===== src/pkg/atb_pkg.sv =====
// constants shared by the trim bank and its loader
package atb_pkg;
  // global address bases of the die-to-die window
  localparam logic [15:0] BASE_BLOCKING = 16'h0200;
  localparam logic [15:0] BASE_NONBLOCKING = 16'h0300;
  // trim register offsets
  localparam logic [7:0] OFS_LIN_WD = 8'hf0;
  localparam logic [7:0] OFS_BG_IREF = 8'hf1;
  localparam logic [7:0] OFS_SLPBG = 8'hf2;
  localparam logic [7:0] OFS_ADC = 8'hf3;
  localparam int TRIM_COUNT = 4;
  localparam logic [7:0] TRIM_RESET = 8'h00;
  // lin_watchdog_trim fields
  localparam int LIN_EN_BIT = 7;
  localparam int LIN_SLOPE_BIT = 6;
  localparam int WD_EN_BIT = 5;
  localparam int WD_CODE_LSB = 0;
  // bandgap_iref_trim fields
  localparam int BG_EN_BIT = 7;
  localparam int BG_UP_BIT = 5;
  localparam int BG_DN_BIT = 4;
  localparam int IREF_EN_BIT = 3;
  localparam int IREF_CODE_LSB = 0;
  // sleep_bandgap_trim fields
  localparam int SLP_EN_BIT = 4;
  localparam int SLP_LOCK_BIT = 3;
  localparam int SLP_CODE_LSB = 0;
  localparam logic [7:0] SLP_EN_MASK = 8'h10;
  localparam logic [7:0] SLP_LOAD_MASK = 8'h1f;
  localparam logic [7:0] FULL_MASK = 8'hff;
  // adc_offset_trim fields
  localparam int ADC_EN_BIT = 7;
  localparam int ADC_CODE_LSB = 4;
  // zero-trim code for every 3-bit field
  localparam logic [2:0] CODE_DEFAULT = 3'h0;
  // factory trim bytes in the protected flash info area
  localparam logic [19:0] FLASH_TRIM_BASE = 20'h040c0;
  localparam logic [7:0] PAGE_INFO_AREA = 8'h3f;
  // loader wishbone registers
  localparam logic [7:0] HREG_CTRL = 8'h00;
  localparam logic [7:0] HREG_STATUS = 8'h04;
  localparam logic [7:0] HREG_PAGE = 8'h08;
  localparam logic [7:0] HREG_TRIM = 8'h0c;
  localparam int CTRL_START = 0;
  localparam int CTRL_MASK_LOCK = 1;
  localparam int CTRL_WORD_MODE = 2;
  localparam int STAT_BUSY = 0;
  localparam int STAT_DONE = 1;
  localparam int STAT_ERR = 2;
  localparam logic [7:0] PAGE_RESET = 8'h00;

  // watchdog base clock adjustment in percent for each trim code
  function automatic logic signed [7:0] wd_pct(input logic [2:0] code);
    case (code)
      3'h0: wd_pct = 8'sd0;
      3'h1: wd_pct = 8'sd5;
      3'h2: wd_pct = 8'sd10;
      3'h3: wd_pct = 8'sd15;
      3'h4: wd_pct = -8'sd20;
      3'h5: wd_pct = -8'sd15;
      3'h6: wd_pct = -8'sd10;
      default: wd_pct = -8'sd5;
    endcase
  endfunction : wd_pct
endpackage : atb_pkg


===== src/pkg/atb_d2d_if.sv =====
// die-to-die register link between the loader and the trim bank
`timescale 1ns/1ps
interface atb_d2d_if;
  logic req;
  logic we;
  logic wide;
  logic [15:0] addr;
  logic [15:0] wdata;
  logic [15:0] rdata;
  logic ack;
  logic err;
  modport dev (input req, input we, input wide, input addr, input wdata, output rdata, output ack, output err);
  modport host (output req, output we, output wide, output addr, output wdata, input rdata, input ack, input err);
endinterface : atb_d2d_if


===== src/core/atb_trim_bank.sv =====
// analog die trim register bank, device end of the die-to-die link
//
// What this block does
// - four trim registers at 0xf0..0xf3, last adc offset
// - decode offsets at base 0x200 and 0x300
// - 8-bit read/write, first register resets zero
// - contents held through low-power mode
// - reset returns every register to default
// - locked sleep-bandgap trim survives reset
// - software copies flash bytes 0x40c0..3 in order
// - software copies whole bytes, not fields
// - software opens protected flash via page index
// - startup copy preferably two 16-bit words
// - software masks lock bit when loading
// - lin slope bit acts only when enabled
// - watchdog code acts only when enabled
// - watchdog codes map to listed percentages
// - lock freezes analog sleep trim until power-down
// - sleep field and lock load only when enabled
// - bandgap slope bits act only when enabled
// - adc offset code acts only when enabled
//
// Implementation choice: the Wishbone interface to the registers.
`timescale 1ns/1ps
module atb_trim_bank (
  input wire logic clk_i,
  input wire logic rst_i,
  input wire logic por_i,
  input wire logic ce_i,
  atb_d2d_if.dev link,
  output logic lin_slope_trim_o,
  output logic [2:0] watchdog_clock_trim_code_o,
  output logic signed [7:0] watchdog_clock_adjust_pct_o,
  output logic bandgap_slope_up_o,
  output logic bandgap_slope_down_o,
  output logic [2:0] iref_trim_code_o,
  output logic [2:0] sleep_bandgap_trim_code_o,
  output logic sleep_bandgap_locked_o,
  output logic [2:0] adc_offset_trim_code_o
);
  // {hit, index} for a link address
  function automatic logic [2:0] trim_decode(input logic [15:0] a);
    logic hit;
    hit = (a[15:8] == atb_pkg::BASE_BLOCKING[15:8] || a[15:8] == atb_pkg::BASE_NONBLOCKING[15:8])
          && (a[7:2] == atb_pkg::OFS_LIN_WD[7:2]);
    trim_decode = {hit, a[1:0]};
  endfunction : trim_decode

  logic [7:0] trim_r [0:atb_pkg::TRIM_COUNT-1];
  logic ack_r;
  logic err_r;
  logic [15:0] rdata_r;
  logic [2:0] ana_code_r;
  logic ana_lock_r;
  logic [2:0] slp_code_r;
  logic slp_locked_r;
  logic signed [7:0] wd_pct_r;
  logic [2:0] dec;
  logic [1:0] idx;
  logic [1:0] idx_odd;
  logic bad;
  logic take;

  assign dec = trim_decode(link.addr);
  assign idx = dec[1:0];
  assign idx_odd = {dec[1], 1'b1};
  // unmapped address, or a word access that is not word aligned
  assign bad = ~dec[2] | (link.wide & dec[0]);
  assign take = ce_i & link.req & ~ack_r;

  // one-cycle answer to every request, blocking and non-blocking alike
  always_ff @(posedge clk_i)
  begin
    if (rst_i)
    begin
      ack_r <= 1'b0;
      err_r <= 1'b0;
    end
    else if (ce_i)
    begin
      ack_r <= take;
      err_r <= take & bad;
    end
  end

  // read data: word reads return the even register high, odd register low
  always_ff @(posedge clk_i)
  begin
    if (rst_i)
      rdata_r <= 16'h0000;
    else if (take & ~link.we)
    begin
      if (bad)
        rdata_r <= 16'h0000;
      else if (link.wide)
        rdata_r <= {trim_r[idx], trim_r[idx_odd]};
      else
        rdata_r <= {8'h00, trim_r[idx]};
    end
  end

  assign link.ack = ack_r;
  assign link.err = err_r;
  assign link.rdata = rdata_r;

  // trim registers, one per offset
  genvar k;
  generate
    for (k = 0; k < atb_pkg::TRIM_COUNT; k++)
    begin : g_trim
      logic hit_k;
      logic wr_k;
      logic [7:0] data_k;
      logic [7:0] mask_k;
      localparam logic [1:0] KI = 2'(k);

      assign hit_k = link.wide ? (idx[1] == KI[1]) : (idx == KI);
      assign wr_k = take & link.we & ~bad & hit_k;
      assign data_k = (link.wide && KI[0] == 1'b0) ? link.wdata[15:8] : link.wdata[7:0];
      if (k == 2)
      begin : g_slp_mask
        // code and lock only load with the enable written as one
        assign mask_k = data_k[atb_pkg::SLP_EN_BIT] ? atb_pkg::SLP_LOAD_MASK
                                                    : atb_pkg::SLP_EN_MASK;
      end
      else
      begin : g_full_mask
        assign mask_k = atb_pkg::FULL_MASK;
      end

      // only reset clears them; low-power entry leaves them untouched
      always_ff @(posedge clk_i)
      begin
        if (rst_i)
          trim_r[k] <= atb_pkg::TRIM_RESET;
        else if (wr_k)
          trim_r[k] <= (trim_r[k] & ~mask_k) | (data_k & mask_k);
      end
    end
  endgenerate

  // analog sleep-bandgap trim, cleared only by power-on
  always_ff @(posedge clk_i)
  begin
    if (por_i)
    begin
      ana_code_r <= atb_pkg::CODE_DEFAULT;
      ana_lock_r <= 1'b0;
    end
    else if (ce_i && !ana_lock_r && trim_r[2][atb_pkg::SLP_EN_BIT])
    begin
      ana_code_r <= trim_r[2][atb_pkg::SLP_CODE_LSB +: 3];
      ana_lock_r <= trim_r[2][atb_pkg::SLP_LOCK_BIT];
    end
  end

  // sleep trim output keeps the locked code across reset
  always_ff @(posedge clk_i)
  begin
    if (por_i)
    begin
      slp_code_r <= atb_pkg::CODE_DEFAULT;
      slp_locked_r <= 1'b0;
    end
    else if (ce_i)
    begin
      slp_locked_r <= ana_lock_r;
      if (ana_lock_r)
        slp_code_r <= ana_code_r;
      else if (trim_r[2][atb_pkg::SLP_EN_BIT])
        slp_code_r <= trim_r[2][atb_pkg::SLP_CODE_LSB +: 3];
      else
        slp_code_r <= atb_pkg::CODE_DEFAULT;
    end
  end

  assign sleep_bandgap_trim_code_o = slp_code_r;
  assign sleep_bandgap_locked_o = slp_locked_r;

  // watchdog adjustment in percent
  always_ff @(posedge clk_i)
  begin
    if (rst_i)
      wd_pct_r <= 8'sd0;
    else if (ce_i)
      wd_pct_r <= trim_r[0][atb_pkg::WD_EN_BIT]
                  ? atb_pkg::wd_pct(trim_r[0][atb_pkg::WD_CODE_LSB +: 3]) : 8'sd0;
  end

  assign watchdog_clock_adjust_pct_o = wd_pct_r;

  // enable-gated outputs to the analog functions
  atb_trim_gate #(.W(1)) u_lin (
    .clk_i(clk_i),
    .rst_i(rst_i),
    .ce_i(ce_i),
    .en_i(trim_r[0][atb_pkg::LIN_EN_BIT]),
    .field_i(trim_r[0][atb_pkg::LIN_SLOPE_BIT]),
    .trim_o(lin_slope_trim_o)
  );

  atb_trim_gate #(.W(3)) u_wd (
    .clk_i(clk_i),
    .rst_i(rst_i),
    .ce_i(ce_i),
    .en_i(trim_r[0][atb_pkg::WD_EN_BIT]),
    .field_i(trim_r[0][atb_pkg::WD_CODE_LSB +: 3]),
    .trim_o(watchdog_clock_trim_code_o)
  );

  atb_trim_gate #(.W(2)) u_bg (
    .clk_i(clk_i),
    .rst_i(rst_i),
    .ce_i(ce_i),
    .en_i(trim_r[1][atb_pkg::BG_EN_BIT]),
    .field_i({trim_r[1][atb_pkg::BG_UP_BIT], trim_r[1][atb_pkg::BG_DN_BIT]}),
    .trim_o({bandgap_slope_up_o, bandgap_slope_down_o})
  );

  atb_trim_gate #(.W(3)) u_iref (
    .clk_i(clk_i),
    .rst_i(rst_i),
    .ce_i(ce_i),
    .en_i(trim_r[1][atb_pkg::IREF_EN_BIT]),
    .field_i(trim_r[1][atb_pkg::IREF_CODE_LSB +: 3]),
    .trim_o(iref_trim_code_o)
  );

  atb_trim_gate #(.W(3)) u_adc (
    .clk_i(clk_i),
    .rst_i(rst_i),
    .ce_i(ce_i),
    .en_i(trim_r[3][atb_pkg::ADC_EN_BIT]),
    .field_i(trim_r[3][atb_pkg::ADC_CODE_LSB +: 3]),
    .trim_o(adc_offset_trim_code_o)
  );
endmodule : atb_trim_bank


===== src/core/atb_trim_gate.sv =====
// one enable-gated trim output, registered
`timescale 1ns/1ps
module atb_trim_gate #(
  parameter int W = 3
) (
  input wire logic clk_i,
  input wire logic rst_i,
  input wire logic ce_i,
  input wire logic en_i,
  input wire logic [W-1:0] field_i,
  output logic [W-1:0] trim_o
);
  // refuse a width the gate cannot carry
  if (W < 1)
  begin : g_bad_width
    $error("atb_trim_gate: W must be at least 1");
  end

  // zero-trim code unless the function is enabled
  always_ff @(posedge clk_i)
  begin
    if (rst_i)
      trim_o <= '0;
    else if (ce_i)
      trim_o <= en_i ? field_i : '0;
  end
endmodule : atb_trim_gate


===== src/flat_wrapper.sv =====
// flat-port wrapper written by rule: the top's interface ports become plain ports
module atb_trim_bank_flat 
  (clk_i, rst_i, por_i, ce_i, lin_slope_trim_o, watchdog_clock_trim_code_o, watchdog_clock_adjust_pct_o, bandgap_slope_up_o, bandgap_slope_down_o, iref_trim_code_o, sleep_bandgap_trim_code_o, sleep_bandgap_locked_o, adc_offset_trim_code_o, link_req, link_we, link_wide, link_addr, link_wdata, link_rdata, link_ack, link_err);
  atb_d2d_if link_i ();
  input wire logic clk_i;
  input wire logic rst_i;
  input wire logic por_i;
  input wire logic ce_i;
  output logic lin_slope_trim_o;
  output logic [2:0] watchdog_clock_trim_code_o;
  output logic signed [7:0] watchdog_clock_adjust_pct_o;
  output logic bandgap_slope_up_o;
  output logic bandgap_slope_down_o;
  output logic [2:0] iref_trim_code_o;
  output logic [2:0] sleep_bandgap_trim_code_o;
  output logic sleep_bandgap_locked_o;
  output logic [2:0] adc_offset_trim_code_o;
  input wire logic [$bits(link_i.req)-1:0] link_req;
  input wire logic [$bits(link_i.we)-1:0] link_we;
  input wire logic [$bits(link_i.wide)-1:0] link_wide;
  input wire logic [$bits(link_i.addr)-1:0] link_addr;
  input wire logic [$bits(link_i.wdata)-1:0] link_wdata;
  output wire logic [$bits(link_i.rdata)-1:0] link_rdata;
  output wire logic [$bits(link_i.ack)-1:0] link_ack;
  output wire logic [$bits(link_i.err)-1:0] link_err;
  assign link_i.req = link_req;
  assign link_i.we = link_we;
  assign link_i.wide = link_wide;
  assign link_i.addr = link_addr;
  assign link_i.wdata = link_wdata;
  assign link_rdata = link_i.rdata;
  assign link_ack = link_i.ack;
  assign link_err = link_i.err;
  atb_trim_bank u_core (.clk_i(clk_i), .rst_i(rst_i), .por_i(por_i), .ce_i(ce_i), .link(link_i), .lin_slope_trim_o(lin_slope_trim_o), .watchdog_clock_trim_code_o(watchdog_clock_trim_code_o), .watchdog_clock_adjust_pct_o(watchdog_clock_adjust_pct_o), .bandgap_slope_up_o(bandgap_slope_up_o), .bandgap_slope_down_o(bandgap_slope_down_o), .iref_trim_code_o(iref_trim_code_o), .sleep_bandgap_trim_code_o(sleep_bandgap_trim_code_o), .sleep_bandgap_locked_o(sleep_bandgap_locked_o), .adc_offset_trim_code_o(adc_offset_trim_code_o));
endmodule

===== config.mk =====
export PLATFORM = sky130hd
export DESIGN_NAME = atb_trim_bank_flat
export DESIGN_NICKNAME = d
export VERILOG_FILES = /design/src/pkg/atb_pkg.sv /design/src/pkg/atb_d2d_if.sv /design/src/core/atb_trim_bank.sv /design/src/core/atb_trim_gate.sv /design/src/flat_wrapper.sv
export SDC_FILE = /design/constraint.sdc
export NUM_CORES = 1
export LEC_CHECK = 0
export CORE_UTILIZATION = 45
export CTS_BUF_LIST = sky130_fd_sc_hd__clkbuf_4 sky130_fd_sc_hd__clkbuf_8
export DETAILED_ROUTE_END_ITERATION = 8
export DONT_BUFFER_PORTS = 1
export SYNTH_ARGS = -nofsm -noshare
export SYNTH_HDL_FRONTEND = slang
export SYNTH_SLANG_ARGS = --single-unit

===== constraint.sdc =====
create_clock -name clk_i -period 3.6 [get_ports clk_i]
set_clock_uncertainty 0.05 [all_clocks]
set_input_delay 0.9 -clock clk_i [delete_from_list [all_inputs] [get_ports clk_i]]
set_output_delay 0.9 -clock clk_i [all_outputs]
set_load 0.05 [all_outputs]

==> flow_metrics.py, run 1 <==
metrics = {
    "clock_network": {
        "cts.sinks": 73,
        "holdBufCountCts": 0,
        "post-cts-setup-buffers": 0,
        "cts.root.buffer_cell": "clkbuf_8",
        "cts.reportedPaths.clkPinSlew_ns": 0.08,
        "h-tree-depth": 3,
        "clk_latency_ns": 0.34,
        "tritoncts": "yes",
        "cts.repair.resized": 0,
        "clockBufferDepth": 2,
        "numCtsBuffers": 9,
    },
    "floorplan": {
        "die_w_um": 89.1,
        "die_h_um": 89.1,
        "rows": 31,
        "io_pins": 81,
        "coreArea_um2": 7290,
        "dieArea_um2": 7940,
        "initial_core_util_pct": 46.8,
    },
    "power_and_ir_drop": {
        "seq_power_share_pct": 54.0,
        "p_int_mw": 1.31,
        "p_sw_share_pct": 22.1,
        "clockPowerShare_pct": 40.8,
        "p_comb_share_pct": 5.3,
        "ir_drop_mv": 0.188,
        "static-leakage-power_nw": 1.22,
        "p_per_area_nw_per_um2": 459,
        "switchingPower_mw": 0.371,
    },
    "finish": {
        "area_growth_pct": 7.07,
        "fin_nets": 336,
        "drive_gt1_share_pct": 15.2,
        "n_antenna_cell": 0,
        "nFillCells": 682,
        "fin_cells": 401,
    },
    "worst_setup_path": {
        "crit_path_max_fanout": 5,
        "critPathArrivalTime_ns": 2.61,
        "slowest_delay_ns": 0.59,
        "slowest_stage": "o21ai_0",
        "path_cells": "or4_4, nor4_4, nand3_1, o21ai_0",
        "cp-start-kind": "input port",
        "required_ns": 3.53,
        "endpoint_kind": "flop",
        "path_class": "input port to flop",
    },
    "route": {
        "ant_nets": 0,
        "wl_per_cell_um": 18.1,
        "dr_total_vias": 2283,
        "dr.pass1.iters": 4,
        "wl_mm": 7.27,
        "drcViolationCount": 0,
        "drtIter0Drc": 128,
        "vias_per_cell": 5.69,
    },
    "yosys": {
        "synthesis.area_um2": 3420,
        "synth_seq_cells": 73,
        "ys_seq_area_share_pct": 51.3,
        "synth_flop_cell": "dfxtp_1",
        "syn_area_per_cell_um2": 11.1,
        "netlist_instances": 309,
        "synth_nets": 348,
        "synthArstFlopShare_pct": 0,
        "netlist-cell-type-count": 42,
        "synth-edff-count": 29,
        "ys_warn_count": 0,
    },
    "timing": {
        "min_period_ns": 2.68,
        "finalHoldViolCount": 0,
        "period_share_pct": 74.4,
        "rsz0062_at_grt": "false",
        "timing.fmax_ghz": 0.373,
        "worst_slew_pin_slew_ns": 1.02,
        "drv_slew": 0,
        "fin_ws_ns": 0.922,
        "tns_ns": 0,
        "finalSetupViolCount": 0,
        "maxSlewHeadroom_pct": 31.5,
    },
    "global_route": {
        "grt_max_degree": 47,
        "grt_pass1_vias": 2060,
        "antenna_found_initial": 0,
        "grt_pass1_wl_mm": 11.0,
        "grt_overflow": 0,
        "grt_util_all_layers_pct": 19.0,
    },
    "run_status": {
        "status": "completed",
    },
    "hold_path": {
        "hp-class": "flop to flop",
    },
    "place": {
        "dp_slack_ns": 0.535,
        "numPortBuffers": 0,
        "numPlacedInstances": 385,
        "dp_hpwl_mm": 5.19,
        "place.gp.congestion": 0.801,
    },
    "flow_run": {
        "drv_cap": 0,
    },
}
cell usage in the layout (no fill, tap or decap), drive strengths merged, types with 10 or more instances in the layout:
cell type / n
dfxtp: 44
edfxtp: 29
a21oi: 24
nand2b: 21
nor2: 21
nand3: 19
nand2: 16
a22o: 12
nor3: 12
mux2i: 10
mux4: 10
state kept, by name, indices dropped and copies added, names as in the netlist:
name                                flops
u_core.u_iref.trim_o                    3
u_core.ana_lock_r                       1
u_core.watchdog_clock_adjust_pct_o      6
u_core.u_wd.trim_o                      3
u_core.u_bg.trim_o                      2
u_core.link.err                         1
u_core.u_lin.trim_o                     1
u_core.link.rdata                      16
u_core.link.ack                         1
u_core.u_adc.trim_o                     3
u_core.sleep_bandgap_trim_code_o        3
u_core.ana_code_r                       3
u_core.sleep_bandgap_locked_o           1
u_core.trim_r                          29
worst paths after layout:
check	end	start	cells after the start	slack, ns
max	u_core.trim_r[2][1]	link_addr[10]	4	0.92
min	u_core.watchdog_clock_adjust_pct_o[6]	u_core.watchdog_clock_adjust_pct_o[6]	2	0.42
max reg2reg	u_core.link.rdata[2]	u_core.link.ack	4	1.47
min reg2reg	u_core.watchdog_clock_adjust_pct_o[6]	u_core.watchdog_clock_adjust_pct_o[6]	2	0.42
per-stage QoR:
step | cell area [um2] | hold slack (ns) | power, mW | util, %
final | 3660 | 0.421 | 1.68 | 50.2
after global placement | 3440 | 0.405 | 1.01 | 47.2
after global routing | 3660 | 0.447 | 1.74 | 50.2
after detailed placement | 3440 | 0.408 | 1.01 | 47.2
after CTS | 3660 | 0.421 | 1.69 | 50.2
after floorplan | 3420 | 0.414 | 1.01 | -
cell type report:
| type | count | area [um2] | area share, % |
|---|---|---|---|
| Multi-Input combinational cell | 203 | 1500 | 41.0 |
| Tap cell | 99 | 124 | 3.39 |
| Clock buffer | 9 | 124 | 3.39 |
| Clock inverter | 7 | 93.8 | 2.57 |
| Timing Repair Buffer | 7 | 52.6 | 1.44 |
| Sequential cell | 73 | 1750 | 47.9 |
| Inverter | 3 | 11.3 | 0.308 |
critical path, delay by kind of cell:
kind	cells	cell delay, ns
AO/OA/AOI/OAI	1	0.59
AND/OR/NAND/NOR	3	1.12
power groups by stage:
stage | logic (mW) | clock network, mW | registers (mW)
detailed placement | 0.0887 | 0 | 0.924
CTS | 0.0889 | 0.700 | 0.905
floorplan | 0.0959 | 0 | 0.917
global placement | 0.0873 | 0 | 0.924
global route | 0.0970 | 0.736 | 0.907
finish | 0.0886 | 0.684 | 0.905
cell usage after synthesis, types with 4 or more instances:
master | count | area share [%]
dfxtp_1 | 44 | 26
buf_1 | 4 | 0.44
a21oi_1 | 24 | 3.5
mux2i_1 | 10 | 2.9
nand2_1 | 16 | 1.8
nand2b_1 | 21 | 3.8
a22o_1 | 12 | 3.1
a22oi_1 | 7 | 1.5
mux4_2 | 10 | 6.6
edfxtp_1 | 29 | 25
nor2_1 | 20 | 2.2
nand3_1 | 19 | 2.8
nor3_1 | 10 | 1.5
nor4b_2 | 8 | 3.5
o21ai_0 | 8 | 1.2
clkbuf_1 | 15 | 1.6
buf_2 | 5 | 0.73
a32o_1 | 8 | 2.3
kinds of logic after synthesis:
group	count (synthesis)	synth area share [%]
and+or+nand+nor	110	19.6
DFF	73	51.3
AOI/OAI and AO/OA	71	14.3
buffers and inverters	33	4.80
muxes	20	9.52
xor gates and xnor gates	2	0.513
metal layers:
metal | routed length [um] | global-route usage, % | vias to the layer above
li1 | - | - | 1130
met1 | 3480 | 28.2 | 1069
met2 | 3150 | 26.4 | 79
met3 | 558 | 4.34 | 5
met4 | 75 | 8.37 | 0
met5 | 0 | 0 | -
Note: power is estimated with default switching activity, not from simulation.
==> run 2: changes to the inputs <==
clock period = 2.62 ns   (was 3.6 ns; I/O delays follow)
==> flow_metrics.py, run 2 (synthesized netlist as in run 1, its figures left out) <==
metrics = {
    "run_status": {
        "status": "completed",
    },
    "clock_network": {
        "clockBufferDepth": 2,
        "tritoncts": "yes",
        "h-tree-depth": 3,
        "cts.reportedPaths.clkPinSlew_ns": 0.08,
        "post-cts-setup-buffers": 0,
        "holdBufCountCts": 0,
        "numCtsBuffers": 9,
        "cts.repair.resized": 0,
        "cts.root.buffer_cell": "clkbuf_8",
        "cts.sinks": 73,
        "clk_latency_ns": 0.34,
    },
    "floorplan": {
        "die_w_um": 89.1,
        "initial_core_util_pct": 46.8,
        "die_h_um": 89.1,
        "coreArea_um2": 7290,
        "rows": 31,
        "dieArea_um2": 7940,
        "io_pins": 81,
    },
    "finish": {
        "final_cell_mix": "dfxtp_1, edfxtp_1, a21oi_1",
        "fin_cells": 405,
        "n_antenna_cell": 0,
        "top_register": "u_core.trim_r",
        "fin_nets": 340,
        "final_common_cell": "dfxtp_1",
        "final_util_pct": 51.7,
        "drive_gt1_share_pct": 16.3,
        "area_growth_pct": 10.4,
        "largest_reg_flops": 29,
    },
    "power_and_ir_drop": {
        "seq_power_share_pct": 48.7,
        "p_total_mw": 2.55,
        "p_per_area_nw_per_um2": 677,
        "clockPowerShare_pct": 46.4,
        "static-leakage-power_nw": 1.28,
        "p_comb_share_pct": 4.9,
        "switchingPower_mw": 0.511,
        "ir_drop_mv": 0.251,
        "p_int_mw": 2.04,
        "p_sw_share_pct": 20.0,
    },
    "timing": {
        "finalSetupViolCount": 0,
        "timing.fmax_ghz": 0.451,
        "min_period_ns": 2.22,
        "finalHoldViolCount": 0,
        "period_share_pct": 84.6,
        "maxSlewHeadroom_pct": 61.5,
        "worst_slew_pin_slew_ns": 0.577,
        "rsz0062_at_grt": "false",
        "drv_slew": 0,
    },
    "worst_setup_path": {
        "r2r_cells": 4,
        "cp-start-kind": "input port",
        "worst-r2r-setup-slack_ns": 0.88,
        "path_cells": "or4_4, nor4_4, nand3_1, o21ai_0, buf_4",
        "rr_startpoint": "u_core.link.ack",
        "required_ns": 2.62,
        "slowest_stage": "or4_4",
        "crit_path_start": "link_addr[10]",
        "path_class": "input port to flop",
        "slowest_delay_ns": 0.53,
        "critPathArrivalTime_ns": 2.22,
        "crit_path_max_fanout": 8,
        "endpoint_kind": "flop",
        "cp-endpoint": "u_core.trim_r[3][2]",
        "r2r_end": "u_core.trim_r[3][2]",
    },
    "route": {
        "wl_met1_mm": 3.44,
        "wl_mm": 7.21,
        "drcViolationCount": 0,
        "wl_met3_um": 563,
        "maxUsedRoutingLayer": "met4",
        "ant_nets": 0,
        "vias_per_cell": 5.74,
        "wl_per_cell_um": 17.8,
        "met2WireLength_mm": 3.10,
        "drtIter0Drc": 192,
        "dr.pass1.iters": 4,
        "dr_total_vias": 2325,
    },
    "global_route": {
        "grt_pass1_wl_mm": 10.8,
        "grt_util_all_layers_pct": 18.9,
        "grt_pass1_vias": 2129,
        "grt_max_degree": 47,
        "antenna_found_initial": 0,
        "grt_overflow": 0,
    },
    "place": {
        "dp_hpwl_mm": 5.19,
        "numPlacedInstances": 389,
        "numPortBuffers": 0,
        "place.gp.congestion": 0.798,
    },
    "flow_run": {
        "drv_cap": 0,
    },
    "hold_path": {
        "hp-class": "input port to flop",
    },
}
==> run 2: changes by cell type in the layout (fill, tap and decap cells not counted), sizes merged <==
cell	change
clkinv	-3
inv	-1
bufinv	+2
clkbuf	+2
buf	+4
==> run 2: cell type report <==
cell class	count	area, um2
inverter	3	11.3
clock buffer	11	151
timing repair buffer	11	108
multi-input combinational	203	1500
tap	99	124
clock inverter	5	125
sequential	73	1750
fill	686	3520
==> run 2: worst max-delay path, delay by kind of cell <==
family / cells / cell delay (ns)
and+or+nand+nor: 3 / 1.08
AOI/OAI and AO/OA: 1 / 0.27
buffers and inverters: 1 / 0.21
==> run 2: routing by layer <==
layer / vias up / GRT usage, %
li1: 1138 / -
met5: - / 0
met1: 1098 / 25.7
met2: 79 / 28.2
met4: 0 / 9.24
met3: 10 / 4.89
==> run 2: per-stage QoR <==
stage	setup WS [ns]	instance area (um2)	hold slack [ns]	TNS, ns
final	0.405	3770	0.319	0
after floorplan	-0.179	3420	0.414	-3.59
after CTS	0.390	3770	0.302	0
after global placement	-0.0151	3490	0.428	-0.125
after global routing	0.329	3770	0.301	0
after detailed placement	0.0110	3490	0.444	0
==> run 2: worst min path at each step <==
| stage | from | to | depth (start not counted) |
|---|---|---|---|
| after floorplan | u_core.ana_code_r[2] | u_core.ana_code_r[2] | 2 |
| after global placement | u_core.ana_code_r[2] | u_core.ana_code_r[2] | 2 |
| after detailed placement | u_core.ana_code_r[2] | u_core.ana_code_r[2] | 2 |
| after CTS | rst_i | u_core.u_bg.trim_o[0] | 1 |
| after global routing | rst_i | u_core.u_bg.trim_o[0] | 1 |
| final | rst_i | u_core.u_adc.trim_o[2] | 1 |
==> run 2: power groups by stage <==
stage / clock network (mW) / logic [mW] / registers (mW)
floorplan: 0 / 0.132 / 1.26
global placement: 0 / 0.123 / 1.27
detailed placement: 0 / 0.125 / 1.27
CTS: 1.20 / 0.125 / 1.24
global route: 1.25 / 0.137 / 1.25
finish: 1.18 / 0.126 / 1.24
